## src/diag_flags_cfg.svh

```systemverilog
`ifndef DIAG_FLAGS_CFG_SVH
`define DIAG_FLAGS_CFG_SVH

// ==========================================================
// register offsets
`define OFS_SOFT_STATUS   8'h6e
`define OFS_LOOPBACK      8'h6f
`define OFS_ALARM_HI      8'h70
`define OFS_ALARM_LO      8'h71
`define OFS_WARN_HI       8'h74
`define OFS_WARN_LO       8'h75

// ==========================================================
// soft status/control field positions
`define BIT_TXDIS_STATE   7
`define BIT_TXDIS_SOFT    6
`define BIT_TXRATE_STATE  5
`define BIT_RXRATE_STATE  4
`define BIT_RXRATE_SOFT   3
`define BIT_TXFAULT_STATE 2
`define BIT_RXLOS_STATE   1
`define BIT_DATA_NRDY     0

// ==========================================================
// loopback control field positions
`define BIT_OPT_FWD       3
`define BIT_OPT_LOOP      2
`define BIT_ELEC_FWD      1
`define BIT_ELEC_LOOP     0

// ==========================================================
// reset values and timing
`define RST_SOFT_CTL      1'b0
`define RST_LOOPBACK      4'h0
`define RST_FLAGS         10'h000
`define CLK_FREQ_HZ       100000000
`define SOFT_RESP_MS      100
`define SOFT_RESP_CYCLES  ((`SOFT_RESP_MS) * ((`CLK_FREQ_HZ) / 1000))

`endif

```

## src/diag_flags_pkg.sv

```systemverilog
package diag_flags_pkg;

  // one threshold pair per monitored quantity
  typedef struct packed {
    logic [15:0] hi;
    logic [15:0] lo;
  } limit_s;

  // index 4 temperature, 3 supply, 2 bias, 1 tx power, 0 rx power
  typedef limit_s [4:0] limit_set_t;

  typedef struct packed {
    logic signed [15:0] temp;
    logic        [15:0] vcc;
    logic        [15:0] bias;
    logic        [15:0] tx_pwr;
    logic        [15:0] rx_pwr;
  } monitor_s;

  typedef struct packed {
    logic opt_loop;
    logic opt_fwd;
    logic elec_loop;
    logic elec_fwd;
  } route_s;

endpackage : diag_flags_pkg
```

## src/diag_flags_ctl.sv

```systemverilog
`timescale 1ns/1ps
`include "diag_flags_cfg.svh"
// Notes on behaviour
// - soft commands take effect within 100 ms
// - transmitter off if soft bit or pin
// - receiver high rate if soft bit or pin
// - optical loopback wraps rx optical to tx
// - optical forward also feeds rx electrical
// - optical forward sets bit 2, clears others
// - electrical loopback wraps tx electrical, clears others
// - electrical forward also feeds tx optical
// - electrical forward sets bit 0, clears others
// - alarm byte: temperature and supply flags
// - alarm byte: bias and tx power flags
// - rx power alarms, low bits reserved
// - warning byte mirrors alarm byte layout
// - rx power warnings, low bits reserved
// - soft transmit disable is read/write
// - temperature compared as signed 16-bit
module diag_flags_ctl #(
  parameter int RESP_CYCLES = `SOFT_RESP_CYCLES
) (
  input  wire logic                     CLK,          // 100 MHz system clock
  input  wire logic                     RST_N,        // async reset, active low
  input  wire logic [7:0]               REG_ADDR,     // byte offset of access
  input  wire logic                     REG_WR,       // write strobe, one cycle
  input  wire logic [7:0]               REG_WDATA,    // write data
  input  wire logic                     REG_RD,       // read strobe, one cycle
  output logic      [7:0]               REG_RDATA,    // read data, registered
  output logic                          REG_RVALID,   // read data valid pulse
  input  wire logic                     TX_DISABLE_PIN, // transmit disable pin
  input  wire logic                     RX_RATE_PIN,  // receive rate pick pin
  input  wire logic                     TX_RATE_PIN,  // transmit rate pick pin
  input  wire logic                     TX_FAULT_IN,  // transmit fault state
  input  wire logic                     RX_LOS_IN,    // loss of signal state
  input  wire logic                     DATA_NRDY,    // monitor data not ready
  input  wire logic                     MON_VALID,    // new monitor sample
  input  wire diag_flags_pkg::monitor_s MON,          // monitored values
  input  wire diag_flags_pkg::limit_set_t ALARM_LIM,  // alarm thresholds
  input  wire diag_flags_pkg::limit_set_t WARN_LIM,   // warning thresholds
  output logic                          TX_DISABLE,   // transmitter disabled
  output logic                          RX_RATE_HIGH, // receiver high rate
  output diag_flags_pkg::route_s        ROUTE         // loopback path selects
);

  if (RESP_CYCLES < 1)
  begin : g_resp_check
    $error("RESP_CYCLES must be at least one");
  end

  // ==========================================================
  // pin synchronisers
  logic [2:0] sync1_ff;
  logic [2:0] sync2_ff;

  always_ff @(posedge CLK or negedge RST_N)
  begin
    if (!RST_N)
    begin
      sync1_ff <= 3'h0;
      sync2_ff <= 3'h0;
    end
    else
    begin
      sync1_ff <= {TX_DISABLE_PIN, RX_RATE_PIN, TX_RATE_PIN};
      sync2_ff <= sync1_ff;
    end
  end

  wire txdis_pin_s  = sync2_ff[2];
  wire rxrate_pin_s = sync2_ff[1];
  wire txrate_pin_s = sync2_ff[0];

  // ==========================================================
  // register decode
  wire wr_soft  = REG_WR && (REG_ADDR == `OFS_SOFT_STATUS);
  wire wr_loop  = REG_WR && (REG_ADDR == `OFS_LOOPBACK);

  logic       txdis_soft_ff;
  logic       rxrate_soft_ff;
  logic [3:0] loop_ff;

  // forward bits outrank plain wraps, optical outranks electrical
  wire [3:0] nxt_loop =
    REG_WDATA[`BIT_OPT_FWD]   ? 4'hc :
    REG_WDATA[`BIT_ELEC_FWD]  ? 4'h3 :
    REG_WDATA[`BIT_OPT_LOOP]  ? 4'h4 :
    REG_WDATA[`BIT_ELEC_LOOP] ? 4'h1 :
                                4'h0;

  always_ff @(posedge CLK or negedge RST_N)
  begin
    if (!RST_N)
    begin
      txdis_soft_ff  <= `RST_SOFT_CTL;
      rxrate_soft_ff <= `RST_SOFT_CTL;
      loop_ff        <= `RST_LOOPBACK;
    end
    else
    begin
      if (wr_soft)
      begin
        txdis_soft_ff  <= REG_WDATA[`BIT_TXDIS_SOFT];
        rxrate_soft_ff <= REG_WDATA[`BIT_RXRATE_SOFT];
      end
      if (wr_loop)
        loop_ff <= nxt_loop;
    end
  end

  // ==========================================================
  // effective controls, two cycles after the write strobe well inside the limit
  always_ff @(posedge CLK or negedge RST_N)
  begin
    if (!RST_N)
    begin
      TX_DISABLE   <= 1'b0;
      RX_RATE_HIGH <= 1'b0;
      ROUTE        <= '0;
    end
    else
    begin
      TX_DISABLE      <= txdis_soft_ff | txdis_pin_s;
      RX_RATE_HIGH    <= rxrate_soft_ff | rxrate_pin_s;
      ROUTE.opt_loop  <= loop_ff[`BIT_OPT_LOOP];
      ROUTE.opt_fwd   <= loop_ff[`BIT_OPT_LOOP] & loop_ff[`BIT_OPT_FWD];
      ROUTE.elec_loop <= loop_ff[`BIT_ELEC_LOOP];
      ROUTE.elec_fwd  <= loop_ff[`BIT_ELEC_LOOP] & loop_ff[`BIT_ELEC_FWD];
    end
  end

  // ==========================================================
  // threshold comparison, bit 9 is temperature high, bit 0 rx power low
  wire [4:0][15:0] mon_val = MON;
  wire [9:0]       nxt_alarm;
  wire [9:0]       nxt_warn;

  genvar gi;
  generate
    for (gi = 0; gi < 5; gi++)
    begin : g_chan
      if (gi == 4)
      begin : g_signed
        // temperature is two's complement in 1/256 degree steps
        assign nxt_alarm[2*gi+1] = $signed(mon_val[gi]) > $signed(ALARM_LIM[gi].hi);
        assign nxt_alarm[2*gi]   = $signed(mon_val[gi]) < $signed(ALARM_LIM[gi].lo);
        assign nxt_warn[2*gi+1]  = $signed(mon_val[gi]) > $signed(WARN_LIM[gi].hi);
        assign nxt_warn[2*gi]    = $signed(mon_val[gi]) < $signed(WARN_LIM[gi].lo);
      end
      else
      begin : g_unsigned
        assign nxt_alarm[2*gi+1] = mon_val[gi] > ALARM_LIM[gi].hi;
        assign nxt_alarm[2*gi]   = mon_val[gi] < ALARM_LIM[gi].lo;
        assign nxt_warn[2*gi+1]  = mon_val[gi] > WARN_LIM[gi].hi;
        assign nxt_warn[2*gi]    = mon_val[gi] < WARN_LIM[gi].lo;
      end
    end
  endgenerate

  logic [9:0] alarm_ff;
  logic [9:0] warn_ff;

  // level flags: no software clear, so no set/clear race exists
  always_ff @(posedge CLK or negedge RST_N)
  begin
    if (!RST_N)
    begin
      alarm_ff <= `RST_FLAGS;
      warn_ff  <= `RST_FLAGS;
    end
    else if (MON_VALID)
    begin
      alarm_ff <= nxt_alarm;
      warn_ff  <= nxt_warn;
    end
  end

  // ==========================================================
  // read mux
  wire [7:0] soft_byte = {txdis_pin_s, txdis_soft_ff, txrate_pin_s, rxrate_pin_s,
                          rxrate_soft_ff, TX_FAULT_IN, RX_LOS_IN, DATA_NRDY};
  wire [7:0] alarm_hi_byte = alarm_ff[9:2];
  wire [7:0] alarm_lo_byte = {alarm_ff[1:0], 6'h00};
  wire [7:0] warn_hi_byte  = warn_ff[9:2];
  wire [7:0] warn_lo_byte  = {warn_ff[1:0], 6'h00};

  wire [7:0] rd_mux =
    (REG_ADDR == `OFS_SOFT_STATUS) ? soft_byte :
    (REG_ADDR == `OFS_LOOPBACK)    ? {4'h0, loop_ff} :
    (REG_ADDR == `OFS_ALARM_HI)    ? alarm_hi_byte :
    (REG_ADDR == `OFS_ALARM_LO)    ? alarm_lo_byte :
    (REG_ADDR == `OFS_WARN_HI)     ? warn_hi_byte :
    (REG_ADDR == `OFS_WARN_LO)     ? warn_lo_byte :
                                     8'h00;

  always_ff @(posedge CLK or negedge RST_N)
  begin
    if (!RST_N)
    begin
      REG_RDATA  <= 8'h00;
      REG_RVALID <= 1'b0;
    end
    else
    begin
      REG_RVALID <= REG_RD;
      if (REG_RD)
        REG_RDATA <= rd_mux;
    end
  end
endmodule : diag_flags_ctl

```

## config.mk

```make
export PLATFORM = sky130hd
export DESIGN_NAME = diag_flags_ctl
export DESIGN_NICKNAME = d
export VERILOG_FILES = /design/src/diag_flags_pkg.sv /design/src/diag_flags_ctl.sv
export VERILOG_INCLUDE_DIRS = /design/src /design/src/src
export SDC_FILE = /design/constraint.sdc
export NUM_CORES = 1
export LEC_CHECK = 0
export BUFFER_PORTS_ARGS = -buffer_cell sky130_fd_sc_hd__buf_2
export CAP_MARGIN = 20
export CORE_AREA = 4 4 171 173
export DETAILED_ROUTE_END_ITERATION = 10
export DIE_AREA = 0 0 175 177
export PLACE_DENSITY = 0.65
export SYNTH_ARGS = -nofsm -noshare
export SYNTH_HDL_FRONTEND = slang
export SYNTH_SLANG_ARGS = --single-unit
```

## constraint.sdc

```tcl
create_clock -name CLK -period 1.1 [get_ports CLK]
set_input_delay 0.11 -clock CLK [delete_from_list [all_inputs] [get_ports CLK]]
set_output_delay 0.11 -clock CLK [all_outputs]
set_load 0.03 [all_outputs]
```

# Yosys cells after proc, flatten, opt, wreduce, memory -nomap -nowiden
# Cells that the tools add are included.
# totals
register_bits	47
# op_classes
bitwise	4
n_mux	10
n_lt_le_gt_ge	20
n_reduce_logical	2
n_eq_ne	6
# ops
operator	n
> comparator 16 bit	10
< comparator 16 bit	10
== test 8 x 7 -> 1 bit, second input constant	6
two-way mux 8 bit	6
two-way mux 3 bit	2
two-way mux 4 bit	1
bitwise AND 1 bit	2
logical AND 1 bit	2
bitwise OR 1 bit	2
two-way mux 1 bit	1

# Logic depth before layout (Yosys ltp)
# Gate-level depths: netlist of run 1.
# logic_depth
word_depth	7
depth_mapped	8

# Worst setup path before layout of run 1
# No wires, ideal clock.
# synth_path
path_kind	input to register
startpoint	in WARN_LIM[155] in the netlist's numbering
endpoint	reg warn_ff[9]
t_required_ns	0.980
path_slack_ns	-0.508
path_stages	7
setup_ns	0.120
arrival_ns	1.489
path_cell_list	inv_1 -> ha_1 -> a21o_1 -> a2111oi_0 -> o21ai_1 -> mux2_2 -> a31o_1
# synth_via
elab_chain_cells	1
# synth_lines
element	line_no	rtl
start, declared	diag_flags_ctl.sv:40	input wire diag_flags_pkg::limit_set_t WARN_LIM,
> comparator 16 bit	diag_flags_ctl.sv:147	assign nxt_warn[2*gi+1] = $signed(mon_val[gi]) > $signed(WARN_LIM[gi].hi);
end signal, assigned	diag_flags_ctl.sv:169	warn_ff <= `RST_FLAGS;
end signal, assigned	diag_flags_ctl.sv:174	warn_ff <= nxt_warn;
end, declared	diag_flags_ctl.sv:161	logic [9:0] warn_ff;
# Every way passes these cells.
# A chain may end at the register's enable or synchronous reset.

# Worst setup path after layout of run 1
# layout_path
startpoint	in WARN_LIM[9] in the netlist's numbering
endpoint	reg warn_ff[0]
# layout_via
elab_chain_cells	1
# layout_lines
element	line_no	rtl
< comparator 16 bit	diag_flags_ctl.sv:155	assign nxt_warn[2*gi] = mon_val[gi] < WARN_LIM[gi].lo;
# Every way passes these cells.

==> results of run 1 <==
-- registers in the layout, indices dropped and copies added (netlist names) --
name and cells:
loop_ff 4, REG_RDATA 8, alarm_ff 10, RX_RATE_HIGH 1, txdis_soft_ff 1, sync2_ff 3, TX_DISABLE 1, ROUTE 4
warn_ff 10, sync1_ff 3, REG_RVALID 1, rxrate_soft_ff 1
-- worst paths after layout --
| path | slack, ns | start | end | depth (start not counted) |
|---|---|---|---|---|
| worst min register to register | 0.35 | sync1_ff[1]$_DFF_PN0_ | sync2_ff[1]$_DFF_PN0_ | 0 |
| min in group asynchronous | 0.36 | RST_N | warn_ff[6]$_DFFE_PN0P_ | 3 |
| worst max-delay path | -0.29 | WARN_LIM[9] | warn_ff[0]$_DFFE_PN0P_ | 9 |
| max in group asynchronous | 0.49 | RST_N | alarm_ff[2]$_DFFE_PN0P_ | 3 |
| worst max register to register | -0.18 | warn_ff[0]$_DFFE_PN0P_ | REG_RDATA[6]$_DFFE_PN0P_ | 3 |
| worst min-delay path | 0.05 | REG_WDATA[6] | txdis_soft_ff$_DFFE_PN0P_ | 2 |
-- logic make-up (layout without fill, tap and decap cells) --
group                      Yosys count  in the layout
buffers and inverters              335            921
adders and majority gates          310            310
AOI/OAI and AO/OA                  296            296
and+or+nand+nor                    210            210
DFF                                 47             47
muxes                               11             11
other                                0              4
-- synthesized netlist by cell type (all sizes together) (20+ instances only) --
cell type | count | share of area
inv | 326 | 0.13
o21ai | 50 | 0.026
ha | 310 | 0.40
nand4 | 44 | 0.028
a21oi | 56 | 0.029
nor2 | 46 | 0.018
a21o | 52 | 0.040
nor3 | 21 | 0.011
dfrtp | 47 | 0.12
a2111oi | 22 | 0.030
nand2 | 20 | 0.0077
nor2b | 24 | 0.015
a211oi | 21 | 0.020
-- critical path, stage by stage --
cell	delay, ns
buf_8	0.09
inv_12	0.03
ha_4	0.22
a21o_1	0.15
a21o_1	0.15
a211oi_2	0.17
o21bai_1	0.12
a2111oi_2	0.38
o32a_1	0.20
-- stage by stage --
stage / hold WS, ns / utilization / TNS, ns / worst slack, ns / cell area (um2)
finish: 0.0537 / 0.574 / -4.44 / -0.290 / 15900
global route: 0.0454 / 0.574 / -6.28 / -0.354 / 15900
CTS: 0.0269 / 0.558 / -4.40 / -0.342 / 15400
detailed placement: 0.128 / 0.521 / -16.01 / -0.713 / 14400
global placement: 0.122 / 0.521 / -15.52 / -0.691 / 14400
floorplan: -0.186 / - / -5.04 / -0.389 / 10700
-- timing repair --
action	in CTS	in global routing
endpoints found under the setup margin	30	33
resized for setup	194	81
pin swaps	104	71
buffers inserted	5	7
endpoints found under the hold margin	50	0
hold buffers	4	0
-- layer usage --
metal | wire length (um) | track usage
met1 | 15500 | 0.270
met2 | 18700 | 0.421
met3 | 1890 | 0.0370
met4 | 826 | 0.0606
met5 | 21 | 0
-- area by class of cell --
type | count | area (um2) | share of cell area
multi-input combinational | 827 | 8670 | 0.547
timing repair buffer | 587 | 3880 | 0.245
inverter | 326 | 1500 | 0.0945
sequential | 47 | 1180 | 0.0742
tap | 378 | 473 | 0.0298
clock buffer | 6 | 129 | 0.00813
clock inverter | 2 | 12.5 | 0.000789
antenna | 4 | 10.0 | 0.000631
-- placed cells by master, fill, tap and decap left out, types with 18 or more instances in the layout --
cell | synthesis | final
nand4_1 | 44 | 44
a2111oi_2 | 16 | 18
buf_2 | 1 | 383
o21ai_1 | 9 | 18
inv_1 | 326 | 279
buf_8 | 0 | 19
ha_4 | 0 | 67
nor2_1 | 46 | 43
nor2b_1 | 24 | 23
buf_6 | 0 | 41
ha_1 | 310 | 233
inv_2 | 0 | 18
a21o_1 | 52 | 52
o21ai_0 | 41 | 24
a21oi_1 | 56 | 39
inv_12 | 0 | 20
buf_4 | 1 | 127
dfrtp_1 | 47 | 47
a211oi_2 | 8 | 19
-- where the power goes --
group | total [mW] | internal (mW) | switching [mW]
Clock | 1.51 | 0.841 | 0.669
Sequential | 1.98 | 1.88 | 0.101
Combinational | 5.57 | 2.94 | 2.63
Total | 9.06 | 5.67 | 3.40
==> impl_metrics.json, run 1 <==
{
  "synth-adder-area-share": 0.397,
  "ys_ff_latch": 47,
  "nNetsFinal": 2531,
  "drt-vias-per-instance": 4.94,
  "synth_async_sr_flop_share": 1.00,
  "drt_iter0_drc": 360,
  "ant_nets": 0,
  "syn_avg_cell_area_um2": 8.08,
  "finalHoldViolCount": 0,
  "grt_max_degree": 48,
  "cts_tree": "built",
  "total_power_mw": 9.06,
  "critPathMaxFanout": 2,
  "drc": 0,
  "synth_cell_types": 51,
  "min_period_ns": 1.39,
  "routedWlPerCell_um": 16.9,
  "grt_pass1_vias": 11400,
  "die_w_um": 175,
  "place_hpwl_um": 32200,
  "violations": "negative setup slack",
  "setup_viol": 32,
  "fin_skew_ns": 0.00353,
  "synth_top_family_by_area": "adder cells",
  "p_leak_nw": 8.67,
  "p_per_area_nw_per_um2": 572,
  "cts_inserted_buffers": 5,
  "syn_area_um2": 9770,
  "instances_no_fill": 2177,
  "die-area_um2": 31000,
  "fin_crit_sh": 1.26,
  "start_util": 0.354,
  "hold_class": "primary input to flop",
  "grt_overflow": 0,
  "rows": 61,
  "synth-xor-area-share": 0,
  "routed_wl_um": 36900,
  "peakVddDrop_v": 0.000475,
  "htreeDepth": 2,
  "syn_nets": 1946,
  "nFillCells": 2547,
  "io_buffers": 438,
  "slew_headroom": 0.735,
  "maxCapViolations": 0,
  "clock_latency_ns": 0.29,
  "synthToLayoutAreaGrowth_pct": 62.2,
  "synth-edff-count": 0,
  "dr_total_vias": 10800,
  "critPathRequiredTime_ns": 1.32,
  "yosysSeqAreaShare": 0.120,
  "grt_usage": 0.226,
  "end_kind": "flop",
  "ios": 442,
  "outcome": "finished with violations",
  "gp_congestion": 0.896,
  "yosys.area_share.simple": 0.118,
  "cts-root-buf": "clkbuf_16",
  "layout_setup_ws_ns": -0.290,
  "worst_pin_slew_ns": 0.393,
  "slew_violations": 0,
  "clk_path_buf_depth": 2,
  "arrival_ns": 1.61,
  "dp_cells": 2149,
  "rsz0062_at_grt": "true",
  "muxShareOfSynthArea": 0.0150,
  "core-area_um2": 27600,
  "die_h_um": 177,
  "synth_cells": 1209,
  "synth_compound_gate_area_share": 0.220,
  "clock_sinks": 47,
  "max_freq_ghz": 0.720,
  "yosys_warnings": 0,
  "first_pass_iters": 4,
  "clk_pin_slew_ns": 0.07,
  "antenna_found_initial": 6,
  "synthFlopType": "dfrtp_1",
  "start_kind": "primary input",
  "crit_type": "primary input to flop",
  "drive_gt1_frac": 0.465,
  "grt_first_pass_wirelength_um": 57100
}
Note: power is estimated with default switching activity, not from simulation.
==> run 2: changes to the inputs <==
CORE_AREA = 2 2 169 171   (was 4 4 171 173)
DIE_AREA = 0 0 171 173   (was 0 0 175 177)
RECOVER_POWER = 50   (was default)
==> run 2 against run 1 <==
  * The run still ends with negative setup slack left
  * Maximum frequency down 5.2%
  * Critical path type unchanged
  * Global-route usage increased by 1.1 points
  * Via count is 0.82% higher
  * Critical endpoint is now alarm_ff[9]$_DFFE_PN0P_
  * Die area down 4.5%
  * Setup slack got worse by 0.076 ns
  * Largest power group unchanged
  * Register-to-register slack about the same
  * First-iteration DRC count fell by 12%
==> impl_metrics.json, run 2 (synthesized netlist as in run 1, its figures left out) <==
{
  "outcome": "finished with violations",
  "violations": "negative setup slack",
  "p_leak_nw": 8.69,
  "die-area_um2": 29600,
  "core-area_um2": 27600,
  "drt_iter0_drc": 316,
  "clk_pin_slew_ns": 0.06,
  "grt_overflow": 0,
  "nNetsFinal": 2532,
  "peakVddDrop_v": 0.000381,
  "multiInputGateArea_um2": 8880,
  "min_to": "txdis_soft_ff$_DFFE_PN0P_",
  "dr_total_vias": 10900,
  "slew_violations": 0,
  "nFillCells": 2449,
  "fin_skew_ns": 0.00264,
  "synthToLayoutAreaGrowth_pct": 64.3,
  "r2r_cells": 3,
  "rsz0062_at_grt": "true",
  "end_kind": "flop",
  "drt-vias-per-instance": 4.98,
  "cts-root-buf": "clkbuf_16",
  "final_cell_mix": "384 x buf_2, 279 x inv_1, 227 x ha_1",
  "pre_cts_ws_ns": -0.724,
  "hold_class": "primary input to flop",
  "r2r-end": "REG_RDATA[6]$_DFFE_PN0P_",
  "htreeDepth": 2,
  "cts_inserted_buffers": 5,
  "routed_wl_um": 36700,
  "clock_latency_ns": 0.29,
  "worst_pin_slew_ns": 0.746,
  "fin_crit_sh": 1.33,
  "first_pass_iters": 4,
  "grt_first_pass_wirelength_um": 56400,
  "crit_type": "primary input to flop",
  "io_buffers": 438,
  "p_per_area_nw_per_um2": 567,
  "ios": 442,
  "place_hpwl_um": 31300,
  "antenna_found_initial": 8,
  "ant_nets": 0,
  "grt_pass1_vias": 11500,
  "finalHoldViolCount": 0,
  "drc": 0,
  "register_area_um2": 1180,
  "grt_max_degree": 48,
  "reg2reg_from": "warn_ff[0]$_DFFE_PN0P_",
  "gp_congestion": 0.883,
  "setup_viol": 26,
  "clock_sinks": 47,
  "holdPathStages": 2,
  "drive_gt1_frac": 0.475,
  "arrival_ns": 1.63,
  "min_period_ns": 1.47,
  "max_freq_ghz": 0.682,
  "cts_tree": "built",
  "slew_headroom": 0.503,
  "routedWlPerCell_um": 16.8,
  "maxCapViolations": 0,
  "die_h_um": 173,
  "start_util": 0.354,
  "clk_path_buf_depth": 2,
  "rows": 61,
  "die_w_um": 171,
  "start_kind": "primary input",
  "critPathMaxFanout": 3,
  "min_from": "REG_WDATA[6]",
  "final_util": 0.581,
  "top_regs": "alarm_ff (10), warn_ff (10), REG_RDATA (8)",
  "grt_usage": 0.238,
  "layout_setup_ws_ns": -0.366,
  "critPathRequiredTime_ns": 1.26,
  "r2r_slack_ns": -0.17,
  "final_common_cell": "buf_2"
}
[run 2: cell types whose count changed in the layout (fill, tap and decap cells not counted), moves of 3 or more]
cell | before | now
nor2_2 | 2 | 6
nand3_1 | 10 | 7
ha_1 | 233 | 227
ha_4 | 67 | 78
ha_2 | 10 | 5
buf_6 | 41 | 45
a21oi_1 | 39 | 35
nand3_2 | 3 | 6
nor2_1 | 43 | 39
a21oi_2 | 17 | 21
diode_2 | 4 | 8
clkbuf_4 | 3 | 0
[run 2: what timing repair did]
| item | in CTS | in global routing |
|---|---|---|
| pin swaps | 104 | 64 |
| resized for setup | 208 | 85 |
| buffers inserted | 6 | 7 |
| endpoints found under the hold margin | 50 | 0 |
| hold buffers | 4 | 0 |
| endpoints found under the setup margin | 31 | 32 |
[run 2: stage by stage]
| stage | area [um2] | std cells | total power, mW | setup TNS, ns | hold WS (ns) |
|---|---|---|---|---|---|
| 6_report | 16100 | 2180 | 9.10 | -4.53 | 0.0392 |
| 3_5_place_dp | 14400 | 2149 | 6.93 | -16.11 | 0.128 |
| 5_1_grt | 16100 | 2180 | 9.90 | -6.30 | 0.0306 |
| 2_1_floorplan | 10700 | 1209 | 4.55 | -5.04 | -0.186 |
| 3_3_place_gp | 14400 | 2149 | 6.81 | -15.27 | 0.123 |
| 4_1_cts | 15600 | 2165 | 8.94 | -4.41 | 0.0321 |
[run 2: worst max-delay path by stage]
stage,from,end
final,MON[73],alarm_ff[9]$_DFFE_PN0P_
after global routing,MON[73],alarm_ff[9]$_DFFE_PN0P_
after CTS,ALARM_LIM[157],alarm_ff[9]$_DFFE_PN0P_
after detailed placement,ALARM_LIM[157],alarm_ff[9]$_DFFE_PN0P_
after global placement,WARN_LIM[145],warn_ff[9]$_DFFE_PN0P_
after floorplan,WARN_LIM[145],warn_ff[9]$_DFFE_PN0P_
[run 2: where the power goes]
part	switching, mW	internal, mW
sequential	0.0981	1.88
combinational	2.69	2.98
clock	0.639	0.820
[run 2: final cells by class]
| type | count | share of cell area |
|---|---|---|
| Antenna cell | 8 | 0.00125 |
| Clock buffer | 6 | 0.00802 |
| Inverter | 326 | 0.0935 |
| Multi-Input combinational cell | 827 | 0.553 |
| Sequential cell | 47 | 0.0732 |
| Tap cell | 378 | 0.0294 |
| Timing Repair Buffer | 588 | 0.242 |
[run 2: critical path, cell delays in order]
cell      delay (ns)
buf_8           0.11
ha_4            0.26
and3_4          0.17
nand4_1         0.24
o31ai_4         0.31
nor2_2          0.08
a221oi_2        0.24
o41ai_2         0.11
[run 2: routing by layer]
layer	wire (um)	global-route usage	share of wire
met1	14900	0.273	0.41
met2	18700	0.442	0.51
met3	1820	0.0302	0.050
met4	1210	0.0890	0.033
met5	0	0	0
